`config.mk`:
```
export PLATFORM = sky130hd
export DESIGN_NAME = rgefc_ctrl
export DESIGN_NICKNAME = d
export VERILOG_FILES = /design/src/pkg/rgefc_pkg.sv /design/src/pkg/rgefc_sync_if.sv /design/src/hdl/rgefc_ctrl.sv /design/src/hdl/rgefc_sync.sv
export SDC_FILE = /design/constraint.sdc
export NUM_CORES = 1
export LEC_CHECK = 0
export ABC_AREA = 1
export BUFFER_PORTS_ARGS = -buffer_cell sky130_fd_sc_hd__buf_2
export CELL_PAD_IN_SITES_DETAIL_PLACEMENT = 1
export CELL_PAD_IN_SITES_GLOBAL_PLACEMENT = 2
export CORE_ASPECT_RATIO = 1.25
export CORE_MARGIN = 2
export CORE_UTILIZATION = 40
export DETAILED_ROUTE_END_ITERATION = 12
export PLACE_DENSITY = 0.76
export SKIP_LAST_GASP = 1
export SLEW_MARGIN = 20
export SYNTH_ARGS = -nofsm -noshare
export SYNTH_HDL_FRONTEND = slang
export SYNTH_SLANG_ARGS = --single-unit
```
`constraint.sdc`:
```
create_clock -name clk_sys -period 3.4 [get_ports clk_sys]
set_input_delay 0.68 -clock clk_sys [delete_from_list [all_inputs] [get_ports clk_sys]]
set_output_delay 0.68 -clock clk_sys [all_outputs]
set_load 0.01 [all_outputs]
```
`src/pkg/rgefc_pkg.sv`:
```
// Constants, states and field positions shared by the regulator enable and fault logic.
`default_nettype none
package rgefc_pkg;
    // ------------------------------------------------------------
    // Clock and timing
    // ------------------------------------------------------------
    localparam int CLK_PERIOD_NS = 20;
    localparam int SS_STEP_NS = 1000;
    localparam int SS_STEP_CYC = (SS_STEP_NS + CLK_PERIOD_NS - 1) / CLK_PERIOD_NS;
    localparam logic [7:0] SS_STEP_LAST = 8'(SS_STEP_CYC - 1);
    // ------------------------------------------------------------
    // Widths and codes
    // ------------------------------------------------------------
    localparam int VID_W = 6;
    localparam logic [5:0] VID_INVALID = 6'h3f;
    localparam logic [5:0] REF_RESET = 6'h00;
    localparam logic [2:0] PHASES_ONE = 3'h1;
    localparam logic [2:0] PHASES_TWO = 3'h2;
    localparam logic [2:0] PHASES_THREE = 3'h3;
    localparam logic [2:0] PHASES_FOUR = 3'h4;
    // ------------------------------------------------------------
    // Positions in the synchronised input vector
    // ------------------------------------------------------------
    localparam int SY_SUPPLY = 0;
    localparam int SY_EN_ON = 1;
    localparam int SY_EN_HOLD = 2;
    localparam int SY_LEN = 3;
    localparam int SY_LEN_DRV = 4;
    localparam int SY_OV = 5;
    localparam int SY_UV = 6;
    localparam int SY_ABOVE2V = 7;
    localparam int SY_PH3 = 8;
    localparam int SY_PH4 = 9;
    localparam int SY_VID = 10;
    localparam int SY_VID_DRV = 16;
    localparam int SYNC_W = 22;
    // ------------------------------------------------------------
    // Controller states
    // ------------------------------------------------------------
    typedef enum logic [1:0] {
        ST_OFF = 2'b00,
        ST_IDLE = 2'b01,
        ST_SOFT = 2'b10,
        ST_RUN = 2'b11
    } rgefc_state_t;
endpackage
`default_nettype wire

```
`src/pkg/rgefc_sync_if.sv`:
```
// Interface carrying raw pin levels into the synchroniser and clean levels back.
`default_nettype none
interface rgefc_sync_if;
    logic [rgefc_pkg::SYNC_W-1:0] raw;
    logic [rgefc_pkg::SYNC_W-1:0] clean;
    modport syncer (input raw, output clean);
    modport user (output raw, input clean);
endinterface
`default_nettype wire

```
`src/hdl/rgefc_ctrl.sv`:
```
// Enable, soft-start, phase strap, power-ok and overvoltage crowbar control.
// What this block does
// - Run once supply detect rises; shut down when it falls.
// - Threshold enable above its on level allows activity, with other permits.
// - Threshold enable below fault reset level clears faults, rearms soft-start.
// - Activity needs logic enable, threshold enable, supply, valid code, no fault.
// - Dropping logic enable clears faults and rearms soft-start.
// - An undriven logic enable reads as high.
// - Six code inputs form the reference code; undriven bits read high.
// - Strap phase three/four high selects two, three or one phase.
// - No strap selects four phases.
// - Power-ok held low from enable until soft-start completes.
// - After soft-start, undervoltage pulls power-ok low again.
// - Overvoltage drives the crowbar high and latches it.
// - Crowbar drives low only while supply is above 2V.
// - Soft-start ramps the reference from zero to the code.
// - Soft-start selects the higher overvoltage limit mode for the comparator.
`default_nettype none
module rgefc_ctrl (
    // Clock and reset
    input wire logic clk_sys,
    input wire logic nrst,
    // Analog comparator levels
    input wire logic supplyDetect,
    input wire logic enAboveOn,
    input wire logic enAboveReset,
    input wire logic overvoltageTrip,
    input wire logic undervoltageTrip,
    input wire logic supplyAbove2V,
    // Logic enable pin and its driven sense
    input wire logic logic_level_enable,
    input wire logic logicEnableDriven,
    // Voltage code pins and their driven sense
    input wire logic [5:0] voltage_id_code,
    input wire logic [5:0] voltageIdDriven,
    // Phase pins, input side sampled as straps
    input wire logic phase_three_output_in,
    input wire logic phase_four_output_in,
    output logic phase_three_output_out,
    output logic phase_three_output_oe,
    output logic phase_four_output_out,
    output logic phase_four_output_oe,
    // Power-ok open-drain pin
    output logic power_ok_flag_out,
    output logic power_ok_flag_oe,
    // Crowbar pin
    output logic overvoltage_crowbar_out,
    output logic overvoltage_crowbar_oe,
    // Reference and status
    output logic [5:0] reference_level,
    output logic ovLimitSoftStart,
    output logic controllerActive,
    output logic [2:0] activePhases
);
    rgefc_sync_if syIf ();
    rgefc_pkg::rgefc_state_t state_q;
    logic [rgefc_pkg::SYNC_W-1:0] cl;
    logic supplyOk, logicEn, vidValid, permit, clearFaults;
    logic [5:0] vidCode;
    logic enOn_q, ovFault_q, uvSeen_q;
    logic [7:0] stepCnt_q;
    logic [5:0] ref_q;
    logic [2:0] phases_q;

    // ------------------------------------------------------------
    // Input synchronisation
    // ------------------------------------------------------------
    assign syIf.raw = {voltageIdDriven, voltage_id_code, phase_four_output_in, phase_three_output_in,
        supplyAbove2V, undervoltageTrip, overvoltageTrip, logicEnableDriven, logic_level_enable,
        enAboveReset, enAboveOn, supplyDetect};

    rgefc_sync u_sync (
        .clk_sys(clk_sys),
        .nrst(nrst),
        .sy(syIf.syncer)
    );

    assign cl = syIf.clean;

    // ------------------------------------------------------------
    // Enable qualification
    // ------------------------------------------------------------
    assign supplyOk = cl[rgefc_pkg::SY_SUPPLY];
    assign logicEn = cl[rgefc_pkg::SY_LEN] | ~cl[rgefc_pkg::SY_LEN_DRV];
    assign vidCode = cl[rgefc_pkg::SY_VID +: 6] | ~cl[rgefc_pkg::SY_VID_DRV +: 6];
    assign vidValid = vidCode != rgefc_pkg::VID_INVALID;
    assign clearFaults = ~cl[rgefc_pkg::SY_EN_HOLD] | ~logicEn | ~supplyOk;
    assign permit = supplyOk & enOn_q & logicEn & vidValid & ~ovFault_q;

    // Threshold enable with hysteresis between on and fault reset levels.
    always_ff @(posedge clk_sys or negedge nrst) begin
        if (!nrst) begin
            enOn_q <= 1'b0;
        end else if (cl[rgefc_pkg::SY_EN_ON]) begin
            enOn_q <= 1'b1;
        end else if (!cl[rgefc_pkg::SY_EN_HOLD]) begin
            enOn_q <= 1'b0;
        end
    end

    // Overvoltage latch; a trip in the same cycle as a clear wins.
    always_ff @(posedge clk_sys or negedge nrst) begin
        if (!nrst) begin
            ovFault_q <= 1'b0;
        end else if (cl[rgefc_pkg::SY_OV] && supplyOk) begin
            ovFault_q <= 1'b1;
        end else if (clearFaults) begin
            ovFault_q <= 1'b0;
        end
    end

    // ------------------------------------------------------------
    // Controller state and soft-start ramp
    // ------------------------------------------------------------
    always_ff @(posedge clk_sys or negedge nrst) begin
        if (!nrst) begin
            state_q <= rgefc_pkg::ST_OFF;
        end else if (!supplyOk) begin
            state_q <= rgefc_pkg::ST_OFF;
        end else if (!permit) begin
            state_q <= rgefc_pkg::ST_IDLE;
        end else begin
            unique case (state_q)
                rgefc_pkg::ST_OFF: begin
                    state_q <= rgefc_pkg::ST_IDLE;
                end
                rgefc_pkg::ST_IDLE: begin
                    state_q <= rgefc_pkg::ST_SOFT;
                end
                rgefc_pkg::ST_SOFT: begin
                    if (ref_q == vidCode) begin
                        state_q <= rgefc_pkg::ST_RUN;
                    end
                end
                rgefc_pkg::ST_RUN: begin
                    state_q <= rgefc_pkg::ST_RUN;
                end
            endcase
        end
    end

    // Reference steps once per step interval during soft-start, then tracks the code.
    always_ff @(posedge clk_sys or negedge nrst) begin
        if (!nrst) begin
            ref_q <= rgefc_pkg::REF_RESET;
            stepCnt_q <= 8'h00;
        end else if (state_q == rgefc_pkg::ST_SOFT) begin
            if (stepCnt_q == rgefc_pkg::SS_STEP_LAST) begin
                stepCnt_q <= 8'h00;
                if (ref_q < vidCode) begin
                    ref_q <= ref_q + 6'h01;
                end else if (ref_q > vidCode) begin
                    ref_q <= ref_q - 6'h01;
                end
            end else begin
                stepCnt_q <= stepCnt_q + 8'h01;
            end
        end else if (state_q == rgefc_pkg::ST_RUN) begin
            ref_q <= vidCode;
            stepCnt_q <= 8'h00;
        end else begin
            ref_q <= rgefc_pkg::REF_RESET;
            stepCnt_q <= 8'h00;
        end
    end

    // ------------------------------------------------------------
    // Phase strap decode
    // ------------------------------------------------------------
    always_ff @(posedge clk_sys or negedge nrst) begin
        if (!nrst) begin
            phases_q <= rgefc_pkg::PHASES_FOUR;
        end else if (state_q == rgefc_pkg::ST_OFF || state_q == rgefc_pkg::ST_IDLE) begin
            unique case ({cl[rgefc_pkg::SY_PH4], cl[rgefc_pkg::SY_PH3]})
                2'b01: phases_q <= rgefc_pkg::PHASES_TWO;
                2'b10: phases_q <= rgefc_pkg::PHASES_THREE;
                2'b11: phases_q <= rgefc_pkg::PHASES_ONE;
                2'b00: phases_q <= rgefc_pkg::PHASES_FOUR;
            endcase
        end
    end

    // Strap pins are driven low only when their channel is in use and the block is in soft-start or run with all permits.
    always_ff @(posedge clk_sys or negedge nrst) begin
        if (!nrst) begin
            phase_three_output_oe <= 1'b0;
            phase_four_output_oe <= 1'b0;
        end else begin
            phase_three_output_oe <= permit && (state_q != rgefc_pkg::ST_OFF) && (state_q != rgefc_pkg::ST_IDLE)
                && (phases_q >= rgefc_pkg::PHASES_THREE);
            phase_four_output_oe <= permit && (state_q != rgefc_pkg::ST_OFF) && (state_q != rgefc_pkg::ST_IDLE)
                && (phases_q == rgefc_pkg::PHASES_FOUR);
        end
    end

    // ------------------------------------------------------------
    // Power-ok and crowbar outputs
    // ------------------------------------------------------------
    always_ff @(posedge clk_sys or negedge nrst) begin
        if (!nrst) begin
            uvSeen_q <= 1'b0;
        end else if (state_q == rgefc_pkg::ST_RUN && cl[rgefc_pkg::SY_UV]) begin
            uvSeen_q <= 1'b1;
        end else if (state_q != rgefc_pkg::ST_RUN) begin
            uvSeen_q <= 1'b0;
        end
    end

    always_ff @(posedge clk_sys or negedge nrst) begin
        if (!nrst) begin
            power_ok_flag_oe <= 1'b1;
        end else begin
            power_ok_flag_oe <= !(state_q == rgefc_pkg::ST_RUN && !uvSeen_q && !cl[rgefc_pkg::SY_UV]);
        end
    end

    always_ff @(posedge clk_sys or negedge nrst) begin
        if (!nrst) begin
            overvoltage_crowbar_out <= 1'b0;
            overvoltage_crowbar_oe <= 1'b0;
        end else begin
            overvoltage_crowbar_out <= ovFault_q;
            overvoltage_crowbar_oe <= ovFault_q | cl[rgefc_pkg::SY_ABOVE2V];
        end
    end

    always_ff @(posedge clk_sys or negedge nrst) begin
        if (!nrst) begin
            reference_level <= rgefc_pkg::REF_RESET;
            ovLimitSoftStart <= 1'b1;
            controllerActive <= 1'b0;
            activePhases <= rgefc_pkg::PHASES_FOUR;
        end else begin
            reference_level <= ref_q;
            ovLimitSoftStart <= state_q != rgefc_pkg::ST_RUN;
            controllerActive <= state_q == rgefc_pkg::ST_SOFT || state_q == rgefc_pkg::ST_RUN;
            activePhases <= phases_q;
        end
    end

    assign phase_three_output_out = 1'b0;
    assign phase_four_output_out = 1'b0;
    assign power_ok_flag_out = 1'b0;
endmodule
`default_nettype wire

```
`src/hdl/rgefc_sync.sv`:
```
// Three-stage synchroniser that accepts a change once the last two stages agree.
`default_nettype none
module rgefc_sync (
    // Clock and reset
    input wire logic clk_sys,
    input wire logic nrst,
    // Levels
    rgefc_sync_if.syncer sy
);
    logic [rgefc_pkg::SYNC_W-1:0] s1_q;
    logic [rgefc_pkg::SYNC_W-1:0] s2_q;
    logic [rgefc_pkg::SYNC_W-1:0] s3_q;
    logic [rgefc_pkg::SYNC_W-1:0] clean_q;

    always_ff @(posedge clk_sys or negedge nrst) begin
        if (!nrst) begin
            s1_q <= '0;
            s2_q <= '0;
            s3_q <= '0;
        end else begin
            s1_q <= sy.raw;
            s2_q <= s1_q;
            s3_q <= s2_q;
        end
    end

    // Each bit moves only where the second and third stages agree.
    always_ff @(posedge clk_sys or negedge nrst) begin
        if (!nrst) begin
            clean_q <= '0;
        end else begin
            clean_q <= (s2_q & s3_q) | (clean_q & (s2_q ^ s3_q));
        end
    end

    assign sy.clean = clean_q;
endmodule
`default_nettype wire

```
-- Word level (Yosys, flattened, before mapping)
Index checks and enable logic that the tools add are counted.
- register bits after elaboration: 126
- bits in latches: 0
- bits in writable memories: 0
- bits in read-only memories: 0
- input port bits: 24
- output and inout bits: 19
- memories kept: 0
- $add $sub $neg: 3
- $mul: 0
- div/mod/pow operators: 0
- magnitude comparators: 3
- equality and inequality tests: 16
- shift-type cells: 0
- muxes and demuxes: 18
- bitwise operators: 19
- reductions and logical operators: 19
- operators by type and width (kind ; number):
    $and 22x22->22 ; 2
    $mux 6 ; 5
    $or 22x22->22 ; 1
    $xor 22x22->22 ; 1
    $mux 8 ; 2
    $pmux 3 s4 ; 1
    $add 8x1->8 const B ; 1
    $eq 2x2->1 const B ; 4
    $eq 8x6->1 const B ; 1
    $logic_and 1x1->1 ; 8
    $pmux 2 s4 ; 1
    $add 6x1->6 const B ; 1
    $eq 6x6->1 ; 1
    $gt 6x6->1 ; 1
    $lt 6x6->1 ; 1
    $mux 1 ; 6
    $mux 2 ; 3
    $ne 2x2->1 const B ; 3
    $ne 6x6->1 const B ; 1
    $not 6->6 ; 1
    $or 6x6->6 ; 1
    $reduce_bool 2->1 ; 3
    $sub 6x1->6 const B ; 1
    $not 1->1 ; 5
    other kinds (12) ; 23

-- Depth between registers and ports, before layout
Gate-level depths: netlist of the first run.
- depth in word-level cells: 8
- depth in mapped cells: 17
- mapped depth without buffers: 17

-- Modules after synthesis
Synthesis of the first run repeated with hierarchy kept, for this count alone.
- cell total of the unflattened synthesis: 402
- area, all modules: 4694.5 sq um
- by module, submodules not included (module ; times used ; cells each ; area each (sq um)):
    rgefc_sync ; 1 ; 176 ; 2725.1
    rgefc_ctrl ; 1 ; 226 ; 1969.4

-- Worst setup path before layout of the first run
Ideal clock, no wire load.
- kind: register to register
- start: reg u_sync.clean_q (netlist bit u_sync.sy.clean[14])
- end: reg ref_q[4]
- arrival time: 2.249 ns
- required time: 3.284 ns
- path slack: 1.034 ns
- cell stages (with the launch flop): 16
- path buffers: 0
- clock period less this slack: 2.366 ns
- cells stage by stage: dfrtp_1 or2_2 inv_1 ha_1 nand2_1 inv_1 nand2_1 nand3_2 fa_1 nand2_1 nand2_1 a21oi_1 xor2_1 o21ai_0 nand2_1 nand2_1
- cells in the longest elaborated chain, start to end: 5
- elaborated cells on any way between the ends: 9
- classes of those cells: 2 x order compare; 1 x eq/ne; 4 x mux; 1 x bitwise; 1 x reduce/logical
- RTL lines (what ; RTL line ; RTL):
    from (decl) ; rgefc_sync.sv:13 ; logic [rgefc_pkg::SYNC_W-1:0] clean_q;
    from (signal assigned) ; rgefc_sync.sv:32 ; clean_q <= (s2_q & s3_q) | (clean_q & (s2_q ^ s3_q));
    $or 6x6->6 (*) ; rgefc_ctrl.sv:85 ; assign vidCode = cl[rgefc_pkg::SY_VID +: 6] | ~cl[rgefc_pkg::SY_VID_DRV +: 6];
    $lt 6x6->1 ; rgefc_ctrl.sv:150 ; if (ref_q < vidCode) begin
    $mux 6 ; rgefc_ctrl.sv:150 ;
    $mux 6 ; rgefc_ctrl.sv:148 ; if (stepCnt_q == rgefc_pkg::SS_STEP_LAST) begin
    $mux 6 ; rgefc_ctrl.sv:147 ; end else if (state_q == rgefc_pkg::ST_SOFT) begin
    to (signal assigned) ; rgefc_ctrl.sv:145 ; ref_q <= rgefc_pkg::REF_RESET;
    to (signal assigned) ; rgefc_ctrl.sv:151 ; ref_q <= ref_q + 6'h01;
    to (signal assigned) ; rgefc_ctrl.sv:153 ; ref_q <= ref_q - 6'h01;
    to (decl) ; rgefc_ctrl.sv:62 ; logic [5:0] ref_q;
Every way passes the cells marked *; elsewhere a longest branch is shown, timed or not. The select of a mux whose other input is x is not followed.
A chain may end at the register's enable or synchronous reset.

-- Final worst setup path of the first run
Same ends and word-level chain as after synthesis.

==> results.toml, run 1 <==
[run_status]
outcome = "finished clean"

[power]
powerDensity_nw_per_um2 = 659
p_leak_nw = 2.91
peakVddDrop_v = 0.000431

[floorplan]
core_area_um2 = 11100
start_util_pct = 41.2
die_h_um = 124
die-area_um2 = 12400
io_pins = 43
placementRows = 43
die_w_um = 99.8

[sta]
slew-limit-headroom_pct = 61.6
fin_crit_ns = 2.64
rsz0062_at_grt = "false"
setup_violations = 0
period_share_pct = 77.5
skew_ns = 0.00833
slew_violations = 0
clock.fmax_mhz = 379
hold_viol = 0
worstMarginPinSlew_ns = 0.576
finalSetupTns_ns = 0

[detailed_routing]
ant_nets = 0
routed_wl_um = 8260
dr.pass1.iters = 5
via_per_inst = 4.79
vias = 2661
wl_per_cell_um = 14.9
drcViolationCount = 0
drt_iter0_markers = 52

[place]
gp_congestion = 0.794
port_buffers = 39
dp_hpwl_um = 5590

[yosys]
yosysTopAreaCellShare_pct = 66.5
synth_area_per_cell_um2 = 13.1
yosys_warnings = 0
ys_async_sr_fraction_pct = 100
ys_seq_elements = 126
ys_seq_area_share_pct = 68.8
synth_area_leaders = "dfrtp_1, ha_1, a21o_1"
syn_area_um2 = 4590
syn_inst = 351
yosysMostFrequentCell = "dfrtp_1"
synth_enable_flop_cells = 0
synth_top_cell_by_area = "dfrtp_1"
synth.distinct_cells = 30
synth-main-ff-cell = "dfrtp_1"
yosys-top-cells-count = "dfrtp_1, nand2_1, ha_1"

[clocking]
clockRootBuffer = "clkbuf_16"
cts_resized = 0
numCtsBuffers = 17
clkTransAtPathRegs_ns = 0.05
post_cts.repair.setup_buffers = 0
clock_sinks = 126
h-tree-depth = 4
clock_latency_ns = 0.40
clockBufferDepth = 2
ctsHoldBuffers = 0
cts_tree = "done"

[grt]
grt_start_max_net_pins = 46
gr-total-overflow = 0
grt_util_all_layers_pct = 15.3
first_global_vias = 2916
grt_pass1_wl_um = 14100
antenna_found_initial = 0

[cells_and_area]
finalNetCount = 472
drive_gt1_share_pct = 22.1
diodes = 0
syn2layout_area_growth_pct = 20.9
utilization_pct = 49.9

[worst_setup_path]
crit_family = "simple AND/OR/NAND/NOR gates"
crit_chain = "or2_2 -> inv_1 -> ha_1 -> nand2_1 -> inv_1 -> nand2_1 -> nand3_2 -> fa_1 -> nand2_1 -> nand2_1 -> a21oi_1 -> xor2_1 -> o21ai_0 -> nand2_1 -> nand2_1"
worst-path-stages = 15
worstPathArrival_ns = 2.93
cpPeakStageDelay_ns = 0.44
critPathBufInv = 2
crit_slowest_cell = "fa_1"
cp-end-kind = "flop"
worst-endpoint-required_ns = 3.69
crit_top_cell = "nand2_1"
critPathKind = "reg -> reg"
startpoint_type = "flop"
rr_worst_depth = 15
path_max_fanout = 7

[hold_path]
hold_class = "in -> async"

[job]
drv_cap = 0
## sequential cells by signal (all words and copies together) (netlist names), 2 cells and up
register         flops
activePhases         3
ref_q                6
stepCnt_q            8
phases_q             3
u_sync.s2_q         22
state_q              2
u_sync.sy.clean     22
u_sync.s1_q         22
reference_level      6
u_sync.s3_q         22
## final cells by class
type	instances	area (um^2)
repair buffers	42	220
clock buffers	24	512
fillers	1146	5580
multi-input cells	187	1270
clock inverters	5	80.1
well taps	135	169
flip-flops and latches	126	3160
inverters	36	140
## stage by stage
stage | cell area, um^2 | setup slack [ns] | power (mW) | instances | hold slack [ns]
floorplan | 4600 | 1.03 | 1.80 | 353 | 0.331
global placement | 4960 | 0.901 | 1.90 | 526 | 0.332
detailed placement | 4960 | 0.765 | 1.91 | 526 | 0.336
CTS | 5550 | 0.770 | 3.73 | 555 | 0.291
global route | 5550 | 0.522 | 3.84 | 555 | 0.309
finish | 5550 | 0.764 | 3.66 | 555 | 0.275
## worst paths after layout
check | end | slack, ns | from
min | stepCnt_q[2] | 0.28 | nrst
max reg2reg | ref_q[4] | 0.76 | u_sync.sy.clean[14]
min reg2reg | u_sync.s2_q[14] | 0.34 | u_sync.s1_q[14]
max in group asynchronous | activePhases[2] | 2.32 | nrst
min in group clk_sys | u_sync.s2_q[14] | 0.34 | u_sync.s1_q[14]
max | ref_q[4] | 0.76 | u_sync.sy.clean[14]
## layout by cell type (no fill, tap or decap), drive strengths merged
| cell | n |
|---|---|
| nor2 | 24 |
| clkbuf | 24 |
| or2 | 3 |
| nand3 | 10 |
| clkinvlp | 2 |
| inv | 35 |
| dfrtp | 122 |
| xor2 | 1 |
| conb | 3 |
| buf | 42 |
| dfstp | 4 |
| nor3b | 1 |
| fa | 1 |
| a21oi | 15 |
| nor3 | 6 |
| a21o | 23 |
| bufinv | 2 |
| xnor2 | 2 |
| nand4 | 2 |
| and3 | 1 |
| o21ai | 10 |
| clkinv | 2 |
| nand2 | 48 |
| ha | 37 |
## per-layer routing
metal	vias up	GRT usage (%)	share of wire, %
met3	7	5.56	3.0
met1	1356	17.2	43
met2	43	26.3	53
met5	-	0	0
met4	0	6.85	0.87
li1	1255	-	-
## kinds of logic (layout without fill, tap and decap cells)
family	after synthesis	in the layout	synth area share, %
flip-flops	126	126	68.8
AND/OR/NAND/NOR	95	95	9.59
AO/OA/AOI/OAI	48	48	6.81
buffers and inverters	40	107	3.65
adder cells (fa/ha/maj)	38	38	10.5
XOR/XNOR	3	3	0.572
other	1	3	0.0817
## where the power goes
part / leakage [nW] / internal, mW / total [mW] / switching, mW
combinational: 1.08 / 0.0880 / 0.219 / 0.131
clock: 0.286 / 1.18 / 1.78 / 0.595
sequential: 1.54 / 1.61 / 1.67 / 0.0577
Power figures use the tool's default switching activity.
==> inputs of run 2 (changes only) <==
CORE_UTILIZATION = 36   (was 40)
PLACE_DENSITY = 0.72   (was 0.76)
clock period = 2.1 ns   (was 3.4 ns; I/O delays follow)
==> run 2 against run 1 <==
Against the previous run: the run now ends with negative setup slack left; combinational power up 130%; die area is 11% higher; core utilization is 1.9 points lower; total power is 58% higher; setup slack worse by 0.97 ns; via count is 3.9% higher; critical path type unchanged.
==> results.toml, run 2 (same netlist as run 1, synthesis figures left out) <==
[worst_setup_path]
startpoint_type = "flop"
cpPeakStageDelay_ns = 0.38
crit_slowest_cell = "dfrtp_1"
crit_family = "simple AND/OR/NAND/NOR gates"
path_max_fanout = 5
rr_worst_depth = 15
crit_chain = "or2_4 -> inv_2 -> ha_4 -> nand2_4 -> inv_1 -> nand2_2 -> nand3_4 -> fa_2 -> nand2_2 -> nand2_2 -> a21oi_2 -> xor2_1 -> o21ai_1 -> nand2_1 -> nand2_1"
worstPathArrival_ns = 2.60
worst-endpoint-required_ns = 2.39
cp-end-kind = "flop"
critPathBufInv = 2
crit_top_cell = "nand2_2"
r2r_slack_ns = -0.21
rr_startpoint = "u_sync.sy.clean[14]"
critPathKind = "reg -> reg"
reg2reg_to = "ref_q[4]"

[sta]
setup_violations = 4
skew_ns = 0.00528
slew-limit-headroom_pct = 63.1
worstMarginPinSlew_ns = 0.554
setup_ws_ns = -0.206
slew_violations = 0
period_share_pct = 110
clock.fmax_mhz = 434
hold_viol = 0
rsz0062_at_grt = "true"
fin_crit_ns = 2.31

[cells_and_area]
layout.cells.most_common_list = "dfrtp_1, buf_2, buf_4"
finalNetCount = 509
final_common_cell = "dfrtp_1"
syn2layout_area_growth_pct = 31.1
drive_gt1_share_pct = 34.1
diodes = 0

[floorplan]
start_util_pct = 36.6
die_h_um = 130
die-area_um2 = 13700
core_area_um2 = 12500
placementRows = 46
die_w_um = 105
io_pins = 43

[job]
drv_cap = 0

[grt]
grt_pass1_wl_um = 14800
antenna_found_initial = 0
first_global_vias = 3066
grt_start_max_net_pins = 40
gr-total-overflow = 0
grt_util_all_layers_pct = 14.2

[clocking]
ctsHoldBuffers = 0
h-tree-depth = 4
clockRootBuffer = "clkbuf_16"
clockBufferDepth = 2
cts_tree = "done"
numCtsBuffers = 17
clock_sinks = 126
clock_latency_ns = 0.40
clkTransAtPathRegs_ns = 0.05

[place]
port_buffers = 39
dp_hpwl_um = 5820
gp_congestion = 0.767
dp_slack_ns = -0.300

[power]
power_frac_seq_pct = 46.7
pwr-share-comb_pct = 8.6
p_int_mw = 4.48
power_frac_clock_pct = 44.8
finalPower_mw = 5.77
peakVddDrop_v = 0.000480
powerDensity_nw_per_um2 = 958
p_sw_mw = 1.29
p_leak_nw = 3.09
switching_share_pct = 22.4

[run_status]
violations = "negative setup slack"
outcome = "finished with violations"

[detailed_routing]
routed_wl_um = 8670
ant_nets = 0
via_per_inst = 4.42
dr.pass1.iters = 4
vias = 2764
drcViolationCount = 0
wl_per_cell_um = 13.9
drt_iter0_markers = 132

[hold_path]
hold_class = "in -> async"
run 2: worst max-delay path by stage:
stage / startpoint / end / cells past startpoint
after floorplan: u_sync.sy.clean[17] / ref_q[4] / 16
after CTS: u_sync.sy.clean[11] / ref_q[4] / 15
final: u_sync.sy.clean[14] / ref_q[4] / 15
after detailed placement: u_sync.sy.clean[17] / ref_q[5] / 18
after global routing: u_sync.sy.clean[17] / ref_q[5] / 16
after global placement: u_sync.sy.clean[17] / ref_q[5] / 18
run 2: stage by stage:
step           setup TNS [ns]  hold WS [ns]  std cells  cell area, um^2  util [%]
6_report               -0.566       0.00633        626             6020      48.0
5_1_grt                 -1.37        0.0361        626             6020      48.0
4_1_cts                -0.653        0.0309        615             5880      46.9
3_5_place_dp           -0.751         0.336        580             5250      41.9
3_3_place_gp           -0.528         0.332        580             5250      41.9
2_1_floorplan          -0.111         0.124        353             4650         -
run 2: repair_timing:
action                                  in CTS  in global routing
resized for setup                            9                 15
endpoints found under the setup margin       5                  6
endpoints found under the hold margin        0                  0
pin swaps                                   10                  8
setup buffers                                5                 11
run 2: power groups by stage:
stage	clock network [mW]	logic [mW]	registers, mW
after global placement	0	0.421	2.72
after CTS	2.66	0.464	2.69
after detailed placement	0	0.438	2.73
after global routing	2.78	0.567	2.71
after floorplan	0	0.206	2.72
final	2.58	0.494	2.69
run 2: layout make-up:
cell class                      count  area [um^2]
Clock buffer                       24          502
Clock inverter                      6         35.0
Fill cell                        1366         6530
Inverter                           36          143
Multi-Input combinational cell    187         1430
Sequential cell                   126         3160
Tap cell                          168          210
Timing Repair Buffer               79          539
run 2: metal layers:
layer | track usage [%] | up-vias | wire length (um)
met4 | 6.35 | 0 | 189
li1 | - | 1324 | -
met1 | 16.1 | 1386 | 3540
met5 | 0 | - | 0
met2 | 24.9 | 40 | 4700
met3 | 4.30 | 14 | 246
==> inputs of run 3 (changes only) <==
BUFFER_PORTS_ARGS = not set   (was -buffer_cell sky130_fd_sc_hd__buf_2)
CORE_UTILIZATION = 39   (was 36)
DONT_BUFFER_PORTS = 1   (was not set)
PLACE_DENSITY = 0.8   (was 0.72)
==> run 3 against run 2 <==
Against the previous run: the run ends with negative hold slack, negative setup slack left; register-to-register slack got worse by 0.02 ns; via count fell by 4.1%; largest power group is now clock; die area shrank 7.4%; clock skew is 0.00060 ns higher; sequential share of layout area grew 2.5 points; cell area is 4.6% lower; sequential power is essentially flat; highest routed layer unchanged; clock power is 19% higher; first-iteration DRC count decreased by 54%.
==> results.toml, run 3 (same netlist as run 1, synthesis figures left out) <==
[run_status]
outcome = "finished with violations"
violations = "negative hold slack, negative setup slack"

[grt]
antenna_found_initial = 0
gr-total-overflow = 0
grt_start_max_net_pins = 127
first_global_vias = 2982
grt_pass1_wl_um = 14500
grt_util_all_layers_pct = 15.1

[detailed_routing]
routed_wl_um = 8390
via_per_inst = 4.84
vias = 2651
dr.pass1.iters = 4
drt_iter0_markers = 61
drcViolationCount = 0
ant_nets = 0
wl_per_cell_um = 15.3

[sta]
period_share_pct = 111
slew_violations = 0
hold_slack_ns = -0.292
fin_crit_ns = 2.33
setup_ws_ns = -0.230
skew_ns = 0.00587
rsz0062_at_grt = "true"
hold_viol = 126
clock.fmax_mhz = 429
setup_violations = 5

[clocking]
cts_tree = "done"
h-tree-depth = 4
clkTransAtPathRegs_ns = 0.06
clockRootBuffer = "clkbuf_16"
clockBufferDepth = 2
clock_latency_ns = 0.40
clock_sinks = 126
numCtsBuffers = 17

[floorplan]
start_util_pct = 39.7
die_h_um = 125
placementRows = 44
die_w_um = 101
io_pins = 43
core_area_um2 = 11600
die-area_um2 = 12700

[place]
dp_hpwl_um = 5350
dpl.cell_count = 505
gp_congestion = 0.808
port_buffers = 0

[cells_and_area]
stdcell_count = 548
regArea_um2 = 3160
utilization_pct = 49.7
drive_gt1_share_pct = 25.4
layout.cells.most_common_list = "dfrtp_1, nand2_1, inv_1, ha_1, buf_4"
syn2layout_area_growth_pct = 25.1
diodes = 0
multi_input_area_um2 = 1420
finalNetCount = 459
fill_cells = 1171
final_common_cell = "dfrtp_1"

[worst_setup_path]
worstPathArrival_ns = 2.63
startpoint_type = "flop"
critPathKind = "reg -> reg"
worst-endpoint-required_ns = 2.40
path_max_fanout = 4
cp-end-kind = "flop"

[power]
peakVddDrop_v = 0.000713
p_leak_nw = 2.89
powerDensity_nw_per_um2 = 1070

[hold_path]
hold_class = "in -> async"

[job]
drv_cap = 0
## run 3: cell count changes in the layout (fill, tap and decap cells not counted), moves of 2 or more
cell       before  now
buf_2          38    0
buf_4          37   28
inv_2           1    3
clkbuf_8        5    3
bufinv_16       0    4
clkinv_4        1    3
nand2_1        32   37
inv_1          33   31
nand2_2        13    8
buf_12          3    0
## run 3: per-layer routing
layer | up-vias | GRT usage (%) | part of all wire, %
met3 | 15 | 5.03 | 3.5
met5 | - | 0 | 0
met4 | 0 | 7.00 | 2.3
met2 | 48 | 25.7 | 55
met1 | 1360 | 16.9 | 39
li1 | 1228 | - | -
## run 3: path summary, 6_finish.rpt
check	depth (start not counted)	end	startpoint	slack, ns
min in group clk_sys	0	u_sync.s1_q[19]	voltageIdDriven[3]	0.04
setup / recovery	15	ref_q[4]	u_sync.sy.clean[11]	-0.23
hold reg to reg	0	u_sync.s2_q[5]	u_sync.s1_q[5]	0.34
setup reg to reg	15	ref_q[4]	u_sync.sy.clean[11]	-0.23
hold / removal	0	u_sync.sy.clean[20]	nrst	-0.29
max in group asynchronous	0	power_ok_flag_oe	nrst	2.15
## run 3: through the flow
| stage | setup WS (ns) | hold WS (ns) | total power, mW | setup TNS, ns | cell area [um^2] |
|---|---|---|---|---|---|
| after floorplan | -0.111 | 0.124 | 2.93 | -0.111 | 4650 |
| after global placement | -0.233 | 0.129 | 3.04 | -0.588 | 4930 |
| after detailed placement | -0.265 | 0.130 | 3.06 | -0.764 | 4930 |
| after CTS | -0.163 | -0.310 | 6.21 | -0.456 | 5690 |
| after global routing | -0.366 | -0.319 | 6.41 | -1.33 | 5740 |
| final | -0.230 | -0.292 | 6.14 | -0.682 | 5740 |
## run 3: worst max-delay path: stages, from the launching register on
cell and delay [ns]:
dfrtp_1 0.38, or2_4 0.27, inv_4 0.07, ha_4 0.19, nand2_1 0.05, nand2_1 0.06, nand2_2 0.09, nand3_4 0.12
fa_2 0.37, nand2_2 0.09, nand2_2 0.06, a21oi_2 0.14, xor2_1 0.16, o21ai_1 0.07, nand2_1 0.06, nand2_1 0.04
## run 3: repair_timing
item,CTS,global route
hold endpoints to repair,126,126
buffers inserted,5,6
pin swaps,14,4
setup endpoints to repair,5,6
resized for setup,16,4
## run 3: area by class of cell
type	count	area share, %
Clock buffer	22	8.26
Sequential cell	126	55.0
Timing Repair Buffer	29	3.86
Tap cell	138	3.01
Inverter	36	2.48
Clock inverter	10	2.79
Multi-Input combinational cell	187	24.6
## run 3: report_power, final
| group | switching, mW | leakage, nW | internal [mW] | total [mW] |
|---|---|---|---|---|
| Clock | 1.00 | 0.310 | 2.08 | 3.08 |
| Combinational | 0.177 | 1.05 | 0.178 | 0.355 |
| Sequential | 0.104 | 1.54 | 2.60 | 2.71 |
